[src/rps_pkg.sv]
// constants for the regulator protection and soft-start sequencer
package rps_pkg;
   // phase-clock cycle counts
   localparam logic [10:0] SS_LAST = 11'h7ff;      // 2048 cycles of soft-start
   localparam logic [10:0] SS_HIZ_END = 11'h020;   // first 32 cycles floated
   localparam logic [10:0] SS_LOW_CYC = 11'h096;   // 150 cycles clamped low
   localparam logic [10:0] SS_PULSE_START = SS_HIZ_END + SS_LOW_CYC;
   localparam logic [10:0] OC_WAIT_LAST = 11'h7ff; // 2048-cycle hiccup wait
   // voltage code
   localparam logic [4:0] CODE_OFF = 5'h1f;        // shutdown code
   localparam logic [6:0] REF_TOP_UNITS = 7'h4a;   // 1.850 V in 25 mV units at code 0
   localparam int STEP_MV = 25;
   localparam logic [6:0] REF_STEP = 7'h01;        // one STEP_MV step
   localparam logic [7:0] DUTY_MAX = 8'hff;
   localparam logic [2:0] PH_ALL = 3'h7;
   localparam logic [2:0] PH_NONE = 3'h0;

   // gray codes along off -> soft-start -> run -> hiccup -> ov latch
   typedef enum logic [2:0] {
      RPS_OFF = 3'b000,
      RPS_SS = 3'b001,
      RPS_RUN = 3'b011,
      RPS_OCW = 3'b010,
      RPS_OVL = 3'b110
   } rps_state_t;
endpackage

[src/rps_sequencer.sv]
// sequencing, protection and reference stepping for a multi-phase buck controller
`timescale 1ns/1ns
// Operation
// - output above 115% of reference forces all phase outputs low at once
// - during overvoltage, output back at reference floats all phase outputs
// - each recurring overvoltage drives all phase outputs low again
// - any overvoltage latches off pulsing until supply power is cycled
// - output more than 18% low drops power good, unlatched, nothing else
// - supply below power-on threshold holds all phase outputs floating
// - supply good, enable above 1.23V and code not shutdown start soft-start
// - code 11111 shuts down; any other code restarts
// - first 32 soft-start cycles: reference inhibited, phase outputs floating
// - from cycle 33, phase outputs held low about 150 cycles
// - then pulsing enabled with duty widened from zero to operating width
// - reference ramps from zero to programmed value at oscillator-set rate
// - soft-start timed by 11-bit phase-clock counter, 2048 cycles long
// - power good never asserted before the 2048th soft-start cycle
// - voltage code sampled at start of each phase-1 cycle; loaded every clock while off or in hiccup wait
// - code stable one more cycle moves reference 25mV per two cycles
// - overcurrent floats outputs, waits 2048 cycles, retries soft-start
// - code decodes 1.100V at 11110 to 1.850V at 00000, 25mV per step
module rps_sequencer
   import rps_pkg::*;
(
   input wire logic i_mclk,
   input wire logic i_rstn,
   input wire logic i_phase_pulse,
   input wire logic i_por_ok,
   input wire logic i_en_ok,
   input wire logic [4:0] i_voltage_code,
   input wire logic i_ov_cmp,
   input wire logic i_ov_clear,
   input wire logic i_uv_cmp,
   input wire logic i_oc_cmp,
   input wire logic [2:0] i_pwm_cmd,
   output logic [2:0] o_phase_out,
   output logic [2:0] o_phase_oe,
   output logic o_power_good_flag,
   output logic o_dac_en,
   output logic [6:0] o_ref_units,
   output logic [7:0] o_duty_limit
);
   rps_state_t state_r, state_nxt;
   logic [10:0] cnt_r, cnt_nxt;
   logic ov_lat_r, ov_lat_nxt;
   logic ov_low_r, ov_low_nxt;
   logic [4:0] cur_code_r, cur_code_nxt;
   logic [4:0] cand_r, cand_nxt;
   logic cand_v_r, cand_v_nxt;
   logic [6:0] ref_r, ref_nxt;
   logic step_ph_r, step_ph_nxt;
   logic [7:0] duty_r, duty_nxt;
   logic pg_r, pg_nxt;
   logic en_all;
   logic dac_on;
   logic [6:0] tgt_units;

   // shutdown code is checked live so a shutdown is not delayed by sampling
   assign en_all = i_por_ok && i_en_ok && (i_voltage_code != CODE_OFF);
   assign dac_on = (state_r == RPS_RUN) || (state_r == RPS_SS && cnt_r >= SS_HIZ_END);
   assign tgt_units = REF_TOP_UNITS - {2'b00, cur_code_r};

   // sequencing and protection state
   always_comb begin
      state_nxt = state_r;
      cnt_nxt = cnt_r;
      ov_lat_nxt = ov_lat_r;
      ov_low_nxt = ov_low_r;
      if (!i_por_ok) begin
         state_nxt = RPS_OFF;
         cnt_nxt = 11'h000;
         ov_lat_nxt = 1'b0;
         ov_low_nxt = 1'b0;
      end else if (ov_lat_r || i_ov_cmp) begin
         state_nxt = RPS_OVL;
         ov_lat_nxt = 1'b1;
         if (i_ov_cmp) begin
            ov_low_nxt = 1'b1;
         end else if (i_ov_clear) begin
            ov_low_nxt = 1'b0;
         end
      end else begin
         case (state_r)
            RPS_OFF: begin
               cnt_nxt = 11'h000;
               if (en_all) begin
                  state_nxt = RPS_SS;
               end
            end
            RPS_SS: begin
               if (!en_all) begin
                  state_nxt = RPS_OFF;
                  cnt_nxt = 11'h000;
               end else if (i_oc_cmp) begin
                  state_nxt = RPS_OCW;
                  cnt_nxt = 11'h000;
               end else if (i_phase_pulse) begin
                  cnt_nxt = cnt_r + 11'h001;
                  if (cnt_r == SS_LAST) begin
                     state_nxt = RPS_RUN;
                  end
               end
            end
            RPS_RUN: begin
               cnt_nxt = 11'h000;
               if (!en_all) begin
                  state_nxt = RPS_OFF;
               end else if (i_oc_cmp) begin
                  state_nxt = RPS_OCW;
               end
            end
            RPS_OCW: begin
               if (!en_all) begin
                  state_nxt = RPS_OFF;
                  cnt_nxt = 11'h000;
               end else if (i_phase_pulse) begin
                  cnt_nxt = cnt_r + 11'h001;
                  if (cnt_r == OC_WAIT_LAST) begin
                     state_nxt = RPS_SS;
                  end
               end
            end
            default: begin
               state_nxt = RPS_OFF;
               cnt_nxt = 11'h000;
            end
         endcase
      end
   end

   always_ff @(posedge i_mclk or negedge i_rstn) begin
      if (!i_rstn) begin
         state_r <= RPS_OFF;
         cnt_r <= 11'h000;
         ov_lat_r <= 1'b0;
         ov_low_r <= 1'b0;
      end else begin
         state_r <= state_nxt;
         cnt_r <= cnt_nxt;
         ov_lat_r <= ov_lat_nxt;
         ov_low_r <= ov_low_nxt;
      end
   end

   // phase outputs stay combinational so the overvoltage clamp is not a cycle late
   always_comb begin
      o_phase_out = PH_NONE;
      o_phase_oe = PH_NONE;
      if (!i_por_ok) begin
         o_phase_oe = PH_NONE;
      end else if (i_ov_cmp || (state_r == RPS_OVL && ov_low_r)) begin
         o_phase_oe = PH_ALL;
      end else if (state_r == RPS_SS) begin
         if (cnt_r < SS_HIZ_END) begin
            o_phase_oe = PH_NONE;
         end else if (cnt_r < SS_PULSE_START) begin
            o_phase_oe = PH_ALL;
         end else begin
            o_phase_oe = PH_ALL;
            o_phase_out = i_pwm_cmd;
         end
      end else if (state_r == RPS_RUN) begin
         o_phase_oe = PH_ALL;
         o_phase_out = i_pwm_cmd;
      end
   end

   // voltage code qualification, reference stepping, duty ramp and power good
   always_comb begin
      cur_code_nxt = cur_code_r;
      cand_nxt = cand_r;
      cand_v_nxt = cand_v_r;
      ref_nxt = ref_r;
      step_ph_nxt = step_ph_r;
      duty_nxt = duty_r;
      // drop power good as the state leaves run, so a fault never shows a stale high
      pg_nxt = (state_r == RPS_RUN) && (state_nxt == RPS_RUN) && !i_uv_cmp;
      if (state_r == RPS_OFF || state_r == RPS_OCW) begin
         cur_code_nxt = i_voltage_code;
         cand_v_nxt = 1'b0;
      end else if (i_phase_pulse) begin
         if (!cand_v_r) begin
            if (i_voltage_code != cur_code_r) begin
               cand_nxt = i_voltage_code;
               cand_v_nxt = 1'b1;
            end
         end else if (i_voltage_code == cand_r) begin
            cur_code_nxt = cand_r;
            cand_v_nxt = 1'b0;
         end else if (i_voltage_code == cur_code_r) begin
            cand_v_nxt = 1'b0;
         end else begin
            cand_nxt = i_voltage_code;
         end
      end
      if (!dac_on) begin
         ref_nxt = 7'h00;
         step_ph_nxt = 1'b0;
      end else if (i_phase_pulse) begin
         step_ph_nxt = !step_ph_r;
         // the soft-start ramp and live code changes share one stepper
         if (step_ph_r) begin
            if (ref_r < tgt_units) begin
               ref_nxt = ref_r + REF_STEP;
            end else if (ref_r > tgt_units) begin
               ref_nxt = ref_r - REF_STEP;
            end
         end
      end
      if (state_r == RPS_RUN) begin
         duty_nxt = DUTY_MAX;
      end else if (state_r != RPS_SS || cnt_r < SS_PULSE_START) begin
         duty_nxt = 8'h00;
      end else if (i_phase_pulse && duty_r != DUTY_MAX) begin
         duty_nxt = duty_r + 8'h01;
      end
   end

   always_ff @(posedge i_mclk or negedge i_rstn) begin
      if (!i_rstn) begin
         cur_code_r <= CODE_OFF;
         cand_r <= CODE_OFF;
         cand_v_r <= 1'b0;
         ref_r <= 7'h00;
         step_ph_r <= 1'b0;
         duty_r <= 8'h00;
         pg_r <= 1'b0;
      end else begin
         cur_code_r <= cur_code_nxt;
         cand_r <= cand_nxt;
         cand_v_r <= cand_v_nxt;
         ref_r <= ref_nxt;
         step_ph_r <= step_ph_nxt;
         duty_r <= duty_nxt;
         pg_r <= pg_nxt;
      end
   end

   assign o_power_good_flag = pg_r;
   assign o_dac_en = dac_on;
   assign o_ref_units = ref_r;
   assign o_duty_limit = duty_r;
endmodule

[config.mk]
export PLATFORM = sky130hd
export DESIGN_NAME = rps_sequencer
export DESIGN_NICKNAME = d
export VERILOG_FILES = /design/src/rps_pkg.sv /design/src/rps_sequencer.sv
export SDC_FILE = /design/constraint.sdc
export NUM_CORES = 1
export LEC_CHECK = 0
export BUFFER_PORTS_ARGS = -buffer_cell sky130_fd_sc_hd__clkbuf_2
export CORE_MARGIN = 8
export CORE_UTILIZATION = 51
export CTS_BUF_LIST = sky130_fd_sc_hd__clkbuf_8
export CTS_CLUSTER_DIAMETER = 80
export DETAILED_ROUTE_END_ITERATION = 16
export GPL_TIMING_DRIVEN = 0
export PLACE_DENSITY = 0.83
export SYNTH_ARGS = -nofsm -noshare
export SYNTH_HDL_FRONTEND = slang
export SYNTH_SLANG_ARGS = --single-unit
[constraint.sdc]
create_clock -name i_mclk -period 3.1 [get_ports i_mclk]
set_input_delay 0.62 -clock i_mclk [delete_from_list [all_inputs] [get_ports i_mclk]]
set_output_delay 0.62 -clock i_mclk [all_outputs]
set_load 0.01 [all_outputs]
[Yosys cells after proc, flatten, opt, wreduce, memory -nomap -nowiden]
Cells that the tools add are included.
Word-level totals
  bits in registers: 44
  input port bits: 17
  output and inout port bits: 23
  logic and storage cells: 127
Operators by class
  $add $sub $neg: 5
  $lt $le $gt $ge: 5
  equality and inequality tests: 20
  muxes and demuxes: 61
  bitwise logic cells: 1
  reductions and logical operators: 24
Operator list (count)
  $mux 3: 23
  $mux 11: 6
  $mux 5: 8
  $mux 7: 5
  $mux 8: 3
  $pmux 11 s2: 1
  $mux 1: 14
  $pmux 3 s4: 1
  $add 11x1->11 const B: 1
  $eq 11x11->1 const B: 1
  $ge 11x6->1 const B: 1
  $lt 11x6->1 const B: 1
  $lt 11x8->1 const B: 1
  $eq 5x5->1: 2
  $eq 3x2->1 const B: 3
  $ne 3x1->1 const B: 3
  $add 8x1->8 const B: 1
  $ne 2x2->1 const B: 4
  $ne 8x8->1 const B: 1
  $reduce_bool 2->1: 4
  $add 7x1->7 const B: 1
  $gt 7x7->1: 1
  $logic_and 1x1->1: 7
  $lt 7x7->1: 1
  other kinds (15): 22

[Longest topological paths before layout]
Gate-level depths: netlist of the first run.
  depth in word-level cells: 11
  gate-level depth with buffers: 15
  mapped depth without buffers: 15

[Least setup slack after synthesis of the first run]
OpenSTA, ideal clock, no wires.
  path kind: register to register
  from: register cur_code_r[0]
  to: register ref_r[6] (netlist: o_ref_units[6])
  arrival time: 3.205 ns
  required time: 3.020 ns
  slack: -0.185 ns
  cell stages (with the launch flop): 16
  buffers on the path: 0
  period minus slack after synthesis: 3.285 ns
  cell sequence: dfstp_2 ha_1 o21ai_0 xnor2_1 ha_1 a21oi_1 o21ai_0 nor2_1 inv_1 ha_1 nor2b_1 o31ai_1 a21oi_1 xor2_1 or3_1 a21oi_1
Between the ends
  word-level cells in the longest chain between the ends: 6
Ends and longest elaborated chain
  start: declaration: RTL line rps_sequencer.sv:47  | logic [4:0] cur_code_r, cur_code_nxt;
  start signal: assignment: RTL line rps_sequencer.sv:229  | cur_code_r <= cur_code_nxt;
  $sub 7x5->7 *: RTL line rps_sequencer.sv:61  | assign tgt_units = REF_TOP_UNITS - {2'b00, cur_code_r};
  $lt 7x7->1: RTL line rps_sequencer.sv:203  | if (ref_r < tgt_units) begin
  $mux 7: RTL line rps_sequencer.sv:203
  $mux 7: RTL line rps_sequencer.sv:202  | if (step_ph_r) begin
  $mux 7: RTL line rps_sequencer.sv:199  | end else if (i_phase_pulse) begin
  $mux 7: RTL line rps_sequencer.sv:196  | if (!dac_on) begin
  end signal: assignment: RTL line rps_sequencer.sv:232  | ref_r <= ref_nxt;
  end: declaration: RTL line rps_sequencer.sv:50  | logic [6:0] ref_r, ref_nxt;
Every way passes the cells marked *; elsewhere a longest branch is shown, timed or not. The select of a mux whose other input is x is not followed.
A chain may end at the register's enable or synchronous reset.

[Final worst setup path of the first run]
  from: register cur_code_r[1]
  to: register ref_r[6] (netlist: o_ref_units[6])
The elaborated chain is that of the path after synthesis.

==> results of run 1 <==
## where the power goes
part | switching, mW | leakage (nW) | internal [mW]
Sequential | 0.0375 | 0.573 | 0.628
Clock | 0.199 | 0.0505 | 0.152
Combinational | 0.175 | 1.01 | 0.139
## critical path, cell delays in order (launching register included)
cell and delay, ps:
dfstp_2 560, ha_4 160, o21ai_4 60, xnor2_2 140, ha_1 310, a21oi_1 140
o21ai_1 100, nor2_2 160, inv_2 110, buf_6 140, ha_4 280, o21a_1 170
o31ai_4 90, a21oi_2 160, xor2_1 100, or3_1 330, a21oi_2 120
## cells by family (layout without fill, tap and decap cells)
logic type               after synthesis  count (layout)  synth area share [%]
buffers and inverters                 33              98                  5.38
AND/OR/NAND/NOR                       88              88                  16.3
adder cells (fa/ha/maj)               17              17                  7.45
XOR/XNOR                              17              17                  5.04
AO/OA/AOI/OAI                         93              94                  23.6
multiplexers                          13              13                  4.61
flip-flops                            44              44                  37.7
## sequential cells by signal (all words and copies together) (netlist names)
register	cells
cnt_r	11
step_ph_r	1
ov_lat_r	1
cand_r	5
state_r	3
cand_v_r	1
o_ref_units	7
o_power_good_flag	1
o_duty_limit	8
cur_code_r	5
ov_low_r	1
## routing by layer
layer	routed length, um	track usage, %	vias up
li1	-	-	1253
met1	3270	20.8	1254
met2	3690	28.4	65
met3	321	3.02	11
met4	100	5.77	0
met5	0	0	-
## area by class of cell
class                      instances  area, sq um  share of cell area, %
multi-input combinational        229         1830                   50.8
sequential                        44         1110                   30.8
timing repair buffer              57          334                   9.25
tap                               72         90.1                   2.49
inverter                          22         82.6                   2.29
buffer                            11         76.3                   2.11
clock buffer                       5         68.8                   1.91
clock inverter                     3         12.5                  0.347
## through the flow
step / power [mW] / hold slack, ps
global route: 1.40 / 461
detailed placement: 0.920 / 506
floorplan: 0.844 / 324
global placement: 0.908 / 498
finish: 1.33 / 471
CTS: 1.29 / 463
## layout by cell type (no fill, tap or decap), types with 3 or more instances in the layout
cell type and count:
a21oi_2 4, clkbuf_2 39, ha_4 3, a31oi_1 3
inv_1 23, dfrtp_1 34, xor2_1 6, nand2_1 25
dfstp_2 10, buf_4 19, o221a_2 3, a22oi_1 3
nor2_1 18, xnor2_1 9, o41ai_2 3, nor3_1 4
mux2i_1 8, clkbuf_1 4, and2_1 3, a21oi_1 17
o21ai_0 21, clkbuf_8 5, buf_6 3, nand3_1 7
o31ai_1 6, mux2_2 5, nand4_1 8, ha_1 13
o21ai_1 3
## worst max path at each step
stage	slack [ps]	to	startpoint
after floorplan	20	o_ref_units[6]$_DFFE_PN0P_	cur_code_r[0]$_DFFE_PN1P_
after global placement	-230	o_ref_units[6]$_DFFE_PN0P_	cur_code_r[0]$_DFFE_PN1P_
after detailed placement	-310	o_ref_units[6]$_DFFE_PN0P_	cur_code_r[0]$_DFFE_PN1P_
after CTS	-100	o_ref_units[6]$_DFFE_PN0P_	cur_code_r[1]$_DFFE_PN1P_
after global routing	-210	o_ref_units[6]$_DFFE_PN0P_	cur_code_r[1]$_DFFE_PN1P_
final	-120	o_ref_units[6]$_DFFE_PN0P_	cur_code_r[1]$_DFFE_PN1P_
## repair_timing
item                                    4_1_cts  5_1_grt
buffers inserted                             13        5
gates resized for setup                       6       15
pin swaps                                    11       11
gates cloned                                  0        1
endpoints found under the setup margin        3        7
==> flow_results.org, run 1 <==
** Global routing
- Pin count of the biggest net entering global routing :: 45
- The number of global-route vias before repair was 2,549.
- Initial antenna violation count :: 0
- For this run the aggregate overflow at the end of global routing stands at 0.
- In the global route stage, overall resource usage came out at 16.7%.
- First-pass GRT wire length :: 11,800 um

** Logic synthesis
- Largest area contributor in the synthesized netlist :: dfrtp_1
- After synthesis, the mean cell area works out to 9.69 sq um.
- Counting instances in the post-synthesis netlist gives the leading cell types as dfrtp_1, nand2_1, o21ai_0, a21oi_1, inv_1.
- Yosys mapped a number of flops with a built-in enable equal to 0.
- Summing every instance area after synthesis gives 2960 sq um.
- For this run, asynchronously set or reset flops after synthesis account for 100%.
- Top flip-flop cell by instance count after synthesis :: dfrtp_1
- Of the post-synthesis cell area, the dominant cell type holds 28.8%.
- Number of synthesized register bits :: 44
- dfrtp_1 is the most common cell in the netlist.
- Dominant cells by area after synthesis :: dfrtp_1, dfstp_2, ha_1, o21ai_0, a21oi_1
- Counting every net in the synthesized netlist gives 339.
- Sequential area share after synthesis :: 37.7%
- The Yosys step of the flow raised 0 warnings.
- Distinct cell type count of the synthesized netlist :: 65
- Synthesis produced 305 cells.

** CTS
- Clock net sink count :: 44
- The clock passes through at most 2 buffers.
- Clk root buf :: clkbuf_8
- Clock transition at the registers of the reported paths :: 80 ps
- The H-tree was split into 2 levels.
- TritonCTS created 5 clock buffers.
- Buffers inserted to repair hold after CTS numbered 0.
- TritonCTS built the clock tree.
- Clock latency on the worst-skew pair, taken at its later pin, is 300 ps.

** STA
- Worst-case clock skew :: 9.55 ps
- Final number of setup-violating endpoints :: 1
- Final hold violation count :: 0
- Worst Slack Setup Final :: -118 ps
- Unrepaired setup endpoints after global routing :: yes
- Relative slew slack :: 27.6%
- Worst Tran Pin Value :: 1090 ps
- Subtracting the final worst setup slack from the clock period gives 3220 ps.
- After layout, the worst path uses 104% of the clock period.
- Adding up every negative setup slack in the final design gives -118 ps.
- Number of max-slew violations in the final report :: 0
- Achievable clock frequency :: 311 MHz

** Worst setup path
- Critical Path AT :: 3440 ps
- Endpoint class of the critical path :: flip-flop
- Critical path data required time :: 3330 ps
- Along the worst path, the maximum fanout reaches 5.
- The startpoint identified for the worst register-to-register timing path is cur_code_r[1]$_DFFE_PN1P_.
- Depth of the most critical reg-to-reg path :: 16
- Worst R2R End :: o_ref_units[6]$_DFFE_PN0P_
- Critical Path Source Type :: flip-flop
- The worst setup path is of the reg -> reg kind.
- The worst register-to-register path has a setup slack of -120 ps.

** Place
- At the placement stage, the worst setup path has a slack of -313 ps.
- IO buf count :: 39
- Routability-driven placement congestion ratio :: 0.823
- Placement-stage cell area :: 3260 sq um
- Detailed placement ended at an HPWL of 4880 um.
- Instance count after placement with tap cells included :: 416

** Route
- Summed over all layers, the routed wires come to 7380 um.
- After detailed routing, the average wire length per cell comes to 16.7 um.
- For this run, design rule violations remaining after detail routing come to 0.
- Number of nets with antenna violations after detailed routing :: 0
- First-pass iteration count of the detailed router :: 5
- Via-to-Cell Ratio :: 5.83
- The detailed router placed 2,583 vias in this run.
- Number of design-rule violations left by the first detailed-router iteration :: 174

** Die
- Die W :: 92.1 um
- The floorplan step set the die height to 92.1 um.
- Starting Density :: 53.3%
- DIE AREA :: 8490 sq um
- Total number of placement rows :: 27
- The core region is 5540 sq um.
- 40 I/O pins were placed.

** Finish
- Measured on the finished design, the core utilization comes to 65.2%.
- The repair_antennas step left the layout with diodes totalling 0.
- Layout Area Growth over Synthesis :: 22.2%
- Of the cells placed in the final design, the portion with a size suffix greater than 1 is 33.4%.
- The finished cells cover 3610 sq um.
- Non-filler instance count after layout :: 443
- After filler insertion, the fill cell instance count of the layout stands at 446.
- Net count reported at finish :: 404

** Status
- The run finished, with violations left.
- The checks that failed: setup timing.

** Power and ir drop
- Worst voltage drop across the vdd grid :: 0.000302 V
- In this run the power density over the cells is 369 nW/um^2.
- Summed over all cells, the static leakage comes to 1.63 nW.

** Min path
- The worst hold path terminates at o_power_good_flag$_DFF_PN0_.
- The worst hold path begins at i_uv_cmp.
- Along the worst hold path, the cell count comes to 2.
- Hold crit path type :: in -> reg

** Flow run
- Max Cap Violations :: 0
No activity file was read; power rests on OpenSTA's default activity.
==> run 2: changes to the inputs <==
Settings changed: PLACE_DENSITY 0.83 to 0.8.
Clock period 3.1 ns to 3.05 ns, I/O delays scaled along.
==> run 2 against run 1 <==
Against the previous run:
- hold slack improved by 2.6 ps
- combinational power fell by 1%
- fmax rose by 5.7%
- critical path depth fell by 1
- clock power rose by 8.8%
- critical path type unchanged
- wire length fell by 8.5%
- total power rose by 3.0%
- die area did not move
- non-clock buffer count fell by 10
- clock skew barely moved
- the flow now finishes without violations
- global-route usage fell by 1.0 points
- largest cell class unchanged
- sequential power rose by 2%
==> flow_results.org, run 2 (synthesized netlist as in run 1, its figures left out) <==
** Place
- The HPWL after detailed placement is 4910 um.
- In this run the tool buffered the top-level ports with 39 buffer cells.
- At the end of routability-driven placement, the weighted congestion stood at 0.903.
- Including well taps, the total number of placed cells is 416.
- Placement-stage cell area :: 3270 sq um

** Worst setup path
- The critical path in this run is classified as reg -> reg.
- Tracing the worst setup path back leads to its startpoint at cur_code_r[1]$_DFFE_PN1P_.
- Critical path data required time :: 3270 ps
- Counting cells, the worst reg-to-reg path comes to 15.
- Worst R2R End :: o_ref_units[6]$_DFFE_PN0P_
- Crit path largest cell delay :: 570 ps
- Worst-case register-to-register setup slack :: 5 ps
- In this design, the largest share of critical-path delay is due to adder cells.
- Among all stages on the critical path, the largest delay is contributed by dfstp_2.
- The worst setup path is launched from a flip-flop.
- STA classifies the critical path endpoint as a flip-flop.
- The startpoint identified for the worst register-to-register timing path is cur_code_r[1]$_DFFE_PN1P_.
- In this run the worst path has a maximum fanout of 2.
- The most numerous cell type found on the critical path is a21oi_2.
- Count of buffer and inverter cells on the critical path :: 1
- Data on the critical path arrives at its endpoint at 3260 ps.
- Traced cell by cell, the critical path runs through ha_4, o21ai_4, xnor2_2, ha_1, nand4_1, a21oi_2, nor2_2, buf_4, fa_2, nor2b_4, o31ai_4, a21oi_2, xor2_1, or3_1, a21oi_1.

** Min path
- The path with the worst hold slack has its endpoint at o_power_good_flag$_DFF_PN0_.
- The startpoint identified for the worst hold timing path is i_uv_cmp.
- Hold crit path type :: in -> reg
- The worst hold path was traced through 2 stages.

** Finish
- Most frequent standard cell in the layout excluding fill and tap cells :: clkbuf_2
- Share of cells above drive strength 1 :: 32.2%
- Once layout is done, the placed cells without fillers occupy 3520 sq um.
- Antenna diode instance count :: 0
- The register with the most flip-flops in the layout has 11 of them.
- Non-filler instance count after layout :: 432
- Top library cells by usage in the layout, fill and taps aside :: clkbuf_2, dfrtp_1, nand2_1
- Relative to the synthesized area, the layout overhead comes to 19.2%.
- Largest register by flop count :: cnt_r
- Net count reported at finish :: 393
- Fill cells in the final layout number 462.

** Route
- The first detailed-routing pass took 4 iterations.
- Dividing the detail-routed wire length by the instance count gives 15.6 um.
- Routed Wire Length :: 6760 um
- Number of design-rule violations left by the first detailed-router iteration :: 134
- The routed layout has 2,515 vias.
- Number of DRC violations after detailed routing :: 0
- In this run the remaining antenna-violating nets after routing total 0.
- Using the TritonRoute via totals, the vias-per-cell ratio works out to 5.82.

** STA
- Final hold violation count :: 0
- Between clock sinks in the finished design, the worst skew comes to 9.97 ps.
- Number of max-slew violations in the final report :: 0
- The worst pin sits at a relative slew slack of 28.1%.
- The final critical path takes up 99.8% of the cycle.
- Static timing analysis puts the maximum clock frequency at 328 MHz.
- Worst Tran Pin Value :: 1080 ps
- Setup violations remaining at the end of the flow were counted as 0.
- Unrepaired setup endpoints after global routing :: yes
- Smallest hold slack :: 474 ps
- Final critical delay including setup and external delays :: 3040 ps

** Die
- For this design the top-level I/O count stands at 40.
- In this run the standard cell core region covers 5540 sq um.
- Die W :: 92.1 um
- After floorplanning, the core was divided into 27 placement rows.
- The die covers 8490 sq um.
- Starting Density :: 53.3%
- The die is 92.1 um tall.

** Global routing
- The number of antenna violations at the first check in global routing is 0.
- Vias in the first global route :: 2,438
- Overall global routing resource usage :: 15.7%
- Overall overflow remaining after global route :: 0
- First-pass GRT wire length :: 11,100 um
- Pin count of the biggest net entering global routing :: 45

** Power and ir drop
- Switch share :: 29.8%
- VDD sags by at most 0.000287 V.
- Of the total power, combinational logic draws 22.6%.
- In this run the static leakage power is 1.58 nW.
- Power per cell area :: 389 nW/um^2
- Summed over all nets, the switching power comes to 408 uW.
- Part of the total power dissipated in sequential elements :: 49.6%
- Internal power :: 963 uW
- In this run, the clock network consumes 27.9% of the power.

** CTS
- Maximum count of clock buffers along a single path :: 2
- Clock net sink count :: 44
- In this run the number of H-tree levels came out at 2.
- The root buffer cell chosen for the clock tree is clkbuf_8.
- Clock buffers created by TritonCTS :: 5
- CTS tree :: built
- Clock transition at the registers of the reported paths :: 90 ps
- Clock latency on the worst-skew pair, taken at its later pin, is 290 ps.

** Flow run
- Max Cap Violations :: 0

** Status
- The run finished with clean final reports.
-- run 2: stage by stage --
stage	total power, mW	TNS [ps]	setup slack (ps)	utilization [%]
detailed placement	0.945	-432	-320	59.0
finish	1.37	0	5.30	63.6
global route	1.44	-251	-152	63.6
floorplan	0.862	0	9.75	-
global placement	0.929	-377	-263	59.0
CTS	1.35	-35.6	-35.6	62.5
-- run 2: cell type report --
class	instances	area, sq um	area share, %
clock inverters	2	11.3	0.320
flip-flops and latches	44	1110	31.6
well taps	72	90.1	2.56
inverters	22	82.6	2.34
multi-input cells	228	1810	51.4
clock buffers	6	82.6	2.34
plain buffers	11	76.3	2.17
repair buffers	47	255	7.25
-- run 2: worst max-delay path by stage --
stage,endpoint,slack [ps],cells after the start
floorplan,o_ref_units[6]$_DFFE_PN0P_,10,15
global placement,o_ref_units[6]$_DFFE_PN0P_,-260,15
detailed placement,o_ref_units[6]$_DFFE_PN0P_,-320,15
CTS,o_ref_units[6]$_DFFE_PN0P_,-40,15
global route,o_ref_units[6]$_DFFE_PN0P_,-150,15
finish,o_ref_units[6]$_DFFE_PN0P_,5,15
-- run 2: timing repair --
item,4_1_cts,5_1_grt
pin swaps,9,3
setup buffers,8,0
gates resized for setup,9,10
setup endpoints to repair,2,4
hold buffers,0,0
-- run 2: power by group through the flow --
stage	Combinational (mW)	Clock, mW	Sequential (mW)
3_3_place_gp	0.243	0	0.686
6_report	0.310	0.382	0.680
5_1_grt	0.340	0.413	0.687
2_1_floorplan	0.183	0	0.679
4_1_cts	0.289	0.385	0.674
3_5_place_dp	0.257	0	0.688
-- run 2: metal layers --
| metal | up-vias | track usage (%) | wire, um |
|---|---|---|---|
| met5 | - | 0 | 0 |
| met4 | 0 | 5.23 | 106 |
| met3 | 10 | 3.59 | 332 |
| met2 | 75 | 26.6 | 3370 |
| met1 | 1210 | 19.2 | 2950 |
| li1 | 1220 | - | - |
==> run 3: changes to the inputs <==
Settings changed: BUFFER_PORTS_ARGS -buffer_cell sky130_fd_sc_hd__clkbuf_2 to -buffer_cell sky130_fd_sc_hd__buf_2.
==> run 3 against run 2 <==
Against the previous run:
- the flow now finishes with violations (setup timing)
- die area unchanged
- sequential power is essentially flat
- register-to-register slack worse by 70 ps
- core utilization rose by 0.38 points
- fmax decreased by 2.2%
- sequential share of layout area down 0.19 points
- wire length up 3.6%
- sequential cell count stayed put
- via count about the same
- critical endpoint unchanged
==> flow_results.org, run 3 (synthesized netlist as in run 1, its figures left out) <==
** Status
- The run finished, with violations left.
- Failing checks :: setup timing

** Route
- First-pass iteration count of the detailed router :: 4
- Via count :: 2,516
- Number of nets with antenna violations after detailed routing :: 0
- After detailed routing, the total wire length is 7000 um.
- Using the TritonRoute via totals, the vias-per-cell ratio works out to 5.78.
- Number of design-rule violations left by the first detailed-router iteration :: 117
- In the routed design, unresolved DRC markers number 0.
- Dividing the detail-routed wire length by the instance count gives 16.1 um.

** Place
- After detailed placement, the design holds a cell count of 416.
- Sum of net half-perimeters after detailed placement :: 4970 um
- Routability-driven placement finished with a final weighted congestion of 0.903.
- The count of buffers added on input and output ports is 39.

** STA
- Final hold violation count :: 0
- Worst Tran Pin Value :: 997 ps
- Achievable clock frequency :: 321 MHz
- Setup violations remaining at the end of the flow were counted as 1.
- The number of slew-limit violations in the final report is 0.
- Measured against its own limit, the worst slew margin works out to 33.5%.
- Between clock sinks in the finished design, the worst skew comes to 5.81 ps.
- Setup repair after global routing could not meet its margin everywhere.
- Final critical delay including setup and external delays :: 3110 ps
- In the finished design, the share of the clock period the worst path needs comes to 102%.
- Worst Slack Setup Final :: -64.4 ps
- Smallest hold slack :: 464 ps

** Power and ir drop
- Of the total power, combinational logic draws 21.4%.
- In this run the power density over the cells is 406 nW/um^2.
- Worst voltage drop across the vdd grid :: 0.000287 V
- Psw :: 416 uW
- Internal power :: 1.02 mW
- Standby leakage power :: 1.61 nW
- The clock network is responsible for 31.6% of the overall power.
- In this run switching power makes up 28.9% of total power.
- Of the total power, registers draw 47.0%.

** Finish
- Leaving out filler cells and counting taps, the final layout contains 435.
- Layout Area Growth over Synthesis :: 19.9%
- Filler instances :: 461
- Ranked by flip-flop count, first place goes to cnt_r.
- The net count of the finished layout is 396.
- Antenna diode instance count :: 0
- Most frequent standard cell in the layout excluding fill and tap cells :: buf_2
- For this run, the share of the core covered by cells in the final layout is 64.0%.
- Summing all multi-input logic gate instances after layout gives 1790 sq um.
- Sequential cell area in the final layout :: 1110 sq um
- Share of cells above drive strength 1 :: 32.2%
- The register with the most flip-flops in the layout has 11 of them.
- Top library cells by usage in the layout, fill and taps aside :: buf_2, dfrtp_1, nand2_1

** CTS
- After clock tree synthesis, the clock-pin slew on the worst setup and hold paths is 90 ps.
- At the later pin of the worst-skew pair, clock insertion delay measures 300 ps.
- Counting the buffers created by CTS gives 5.
- Clock net sink count :: 44
- Level count of the clock H-tree :: 2
- TritonCTS built the clock tree.
- The tree is rooted in a clkbuf_8.
- Counting along the longest clock path gives a buffer depth of 2.

** Die
- Total number of placement rows :: 27
- Die W :: 92.1 um
- Starting Density :: 53.3%
- Placeable core area :: 5540 sq um
- The floorplan step set the die height to 92.1 um.
- DIE AREA :: 8490 sq um
- Top-level I/O count :: 40

** Worst setup path
- Crit Path Max Fanout :: 5
- Reg-to-reg critical path startpoint :: cur_code_r[1]$_DFFE_PN1P_
- The worst setup path is launched from a flip-flop.
- Critical path data required time :: 3280 ps
- Critical Path AT :: 3340 ps
- CP max-delay cell :: dfstp_2
- Depth of the most critical reg-to-reg path :: 15
- The endpoint identified for the worst register-to-register timing path is o_ref_units[6]$_DFFE_PN0P_.
- Type of the worst setup path :: reg -> reg
- Traced cell by cell, the critical path runs through ha_4, o21ai_2, xnor2_2, ha_1, nand4_1, a21oi_2, nor2_2, inv_2, ha_4, nor2b_4, o31ai_2, a21oi_1, xor2_1, or3_1, a21oi_1.
- Setup slack on the worst reg-to-reg path comes out at -60 ps.
- CP Capture Point :: o_ref_units[6]$_DFFE_PN0P_
- STA classifies the critical path endpoint as a flip-flop.
- Launch point of the critical path :: cur_code_r[1]$_DFFE_PN1P_
- Crit path largest cell delay :: 560 ps

** Global routing
- Entering global routing, the biggest net connects 45 pins.
- The number of antenna violations at the first check in global routing is 0.
- The first global-routing pass estimated 11,900 um of wire.
- Vias in the first global route :: 2,642
- Overall global routing resource usage :: 16.7%
- Overall overflow remaining after global route :: 0

** Min path
- The tightest min-delay check is of the in -> reg type.

** Flow run
- Max Cap Violations :: 0
-- run 3: changes by cell type in the layout (fill, tap and decap cells not counted), moves of 3 or more --
cell / delta
a21oi_1: +3
a21oi_2: -3
buf_2: +39
buf_4: +3
clkbuf_2: -39
-- run 3: worst min path at each step --
stage / from / endpoint / slack (ps) / cells past startpoint
after floorplan: i_rstn / cand_v_r$_DFFE_PN0P_ / 310 / 0
after CTS: i_uv_cmp / o_power_good_flag$_DFF_PN0_ / 460 / 2
after global routing: i_uv_cmp / o_power_good_flag$_DFF_PN0_ / 450 / 2
after detailed placement: cur_code_r[4]$_DFFE_PN1P_ / cur_code_r[4]$_DFFE_PN1P_ / 510 / 2
after global placement: cur_code_r[4]$_DFFE_PN1P_ / cur_code_r[4]$_DFFE_PN1P_ / 500 / 2
final: i_uv_cmp / o_power_good_flag$_DFF_PN0_ / 460 / 2
-- run 3: layout make-up --
class	count	share of cell area [%]
inverters	22	2.33
repair buffers	50	7.84
multi-input cells	228	50.6
plain buffers	11	2.15
well taps	72	2.54
clock inverters	3	1.20
clock buffers	5	1.94
flip-flops and latches	44	31.4
-- run 3: power groups by stage --
| stage | clock network [mW] | registers (mW) | logic (mW) |
|---|---|---|---|
| after floorplan | 0 | 0.679 | 0.183 |
| after global placement | 0 | 0.686 | 0.243 |
| after detailed placement | 0 | 0.689 | 0.256 |
| after CTS | 0.465 | 0.674 | 0.284 |
| after global routing | 0.488 | 0.684 | 0.340 |
| final | 0.455 | 0.677 | 0.309 |
-- run 3: repair_timing --
| action | in CTS | in global routing |
|---|---|---|
| hold buffers | 0 | 0 |
| buffers inserted | 9 | 2 |
| resized for setup | 7 | 7 |
| endpoints found under the setup margin | 4 | 4 |
| cloned | 0 | 0 |
| pin swaps | 11 | 4 |
-- run 3: worst max-delay path, delay by kind of cell, from the launching register on --
| family | cells | cell delay (ps) |
|---|---|---|
| AOI/OAI and AO/OA | 5 | 700 |
| adders and majority gates | 3 | 660 |
| and+or+nand+nor | 4 | 660 |
| DFF | 1 | 560 |
| xor gates and xnor gates | 2 | 310 |
| buffers and inverters | 1 | 140 |
-- run 3: metrics by stage --
stage / setup slack (ps) / total power [mW] / cell area, sq um / setup TNS (ps)
2_1_floorplan: 9.75 / 0.862 / 2980 / 0
3_3_place_gp: -260 / 0.929 / 3270 / -370
3_5_place_dp: -303 / 0.944 / 3270 / -513
4_1_cts: -67.7 / 1.42 / 3480 / -105
5_1_grt: -262 / 1.51 / 3540 / -326
6_report: -64.4 / 1.44 / 3540 / -64.4
-- run 3: metal layers --
layer  vias to the layer above  part of all wire, %  track usage (%)
li1                       1231                    -                -
met1                      1229                   45             20.0
met2                        47                   51             28.8
met3                         9                  3.3             3.50
met4                         0                  1.2             6.31
met5                         -                    0                0
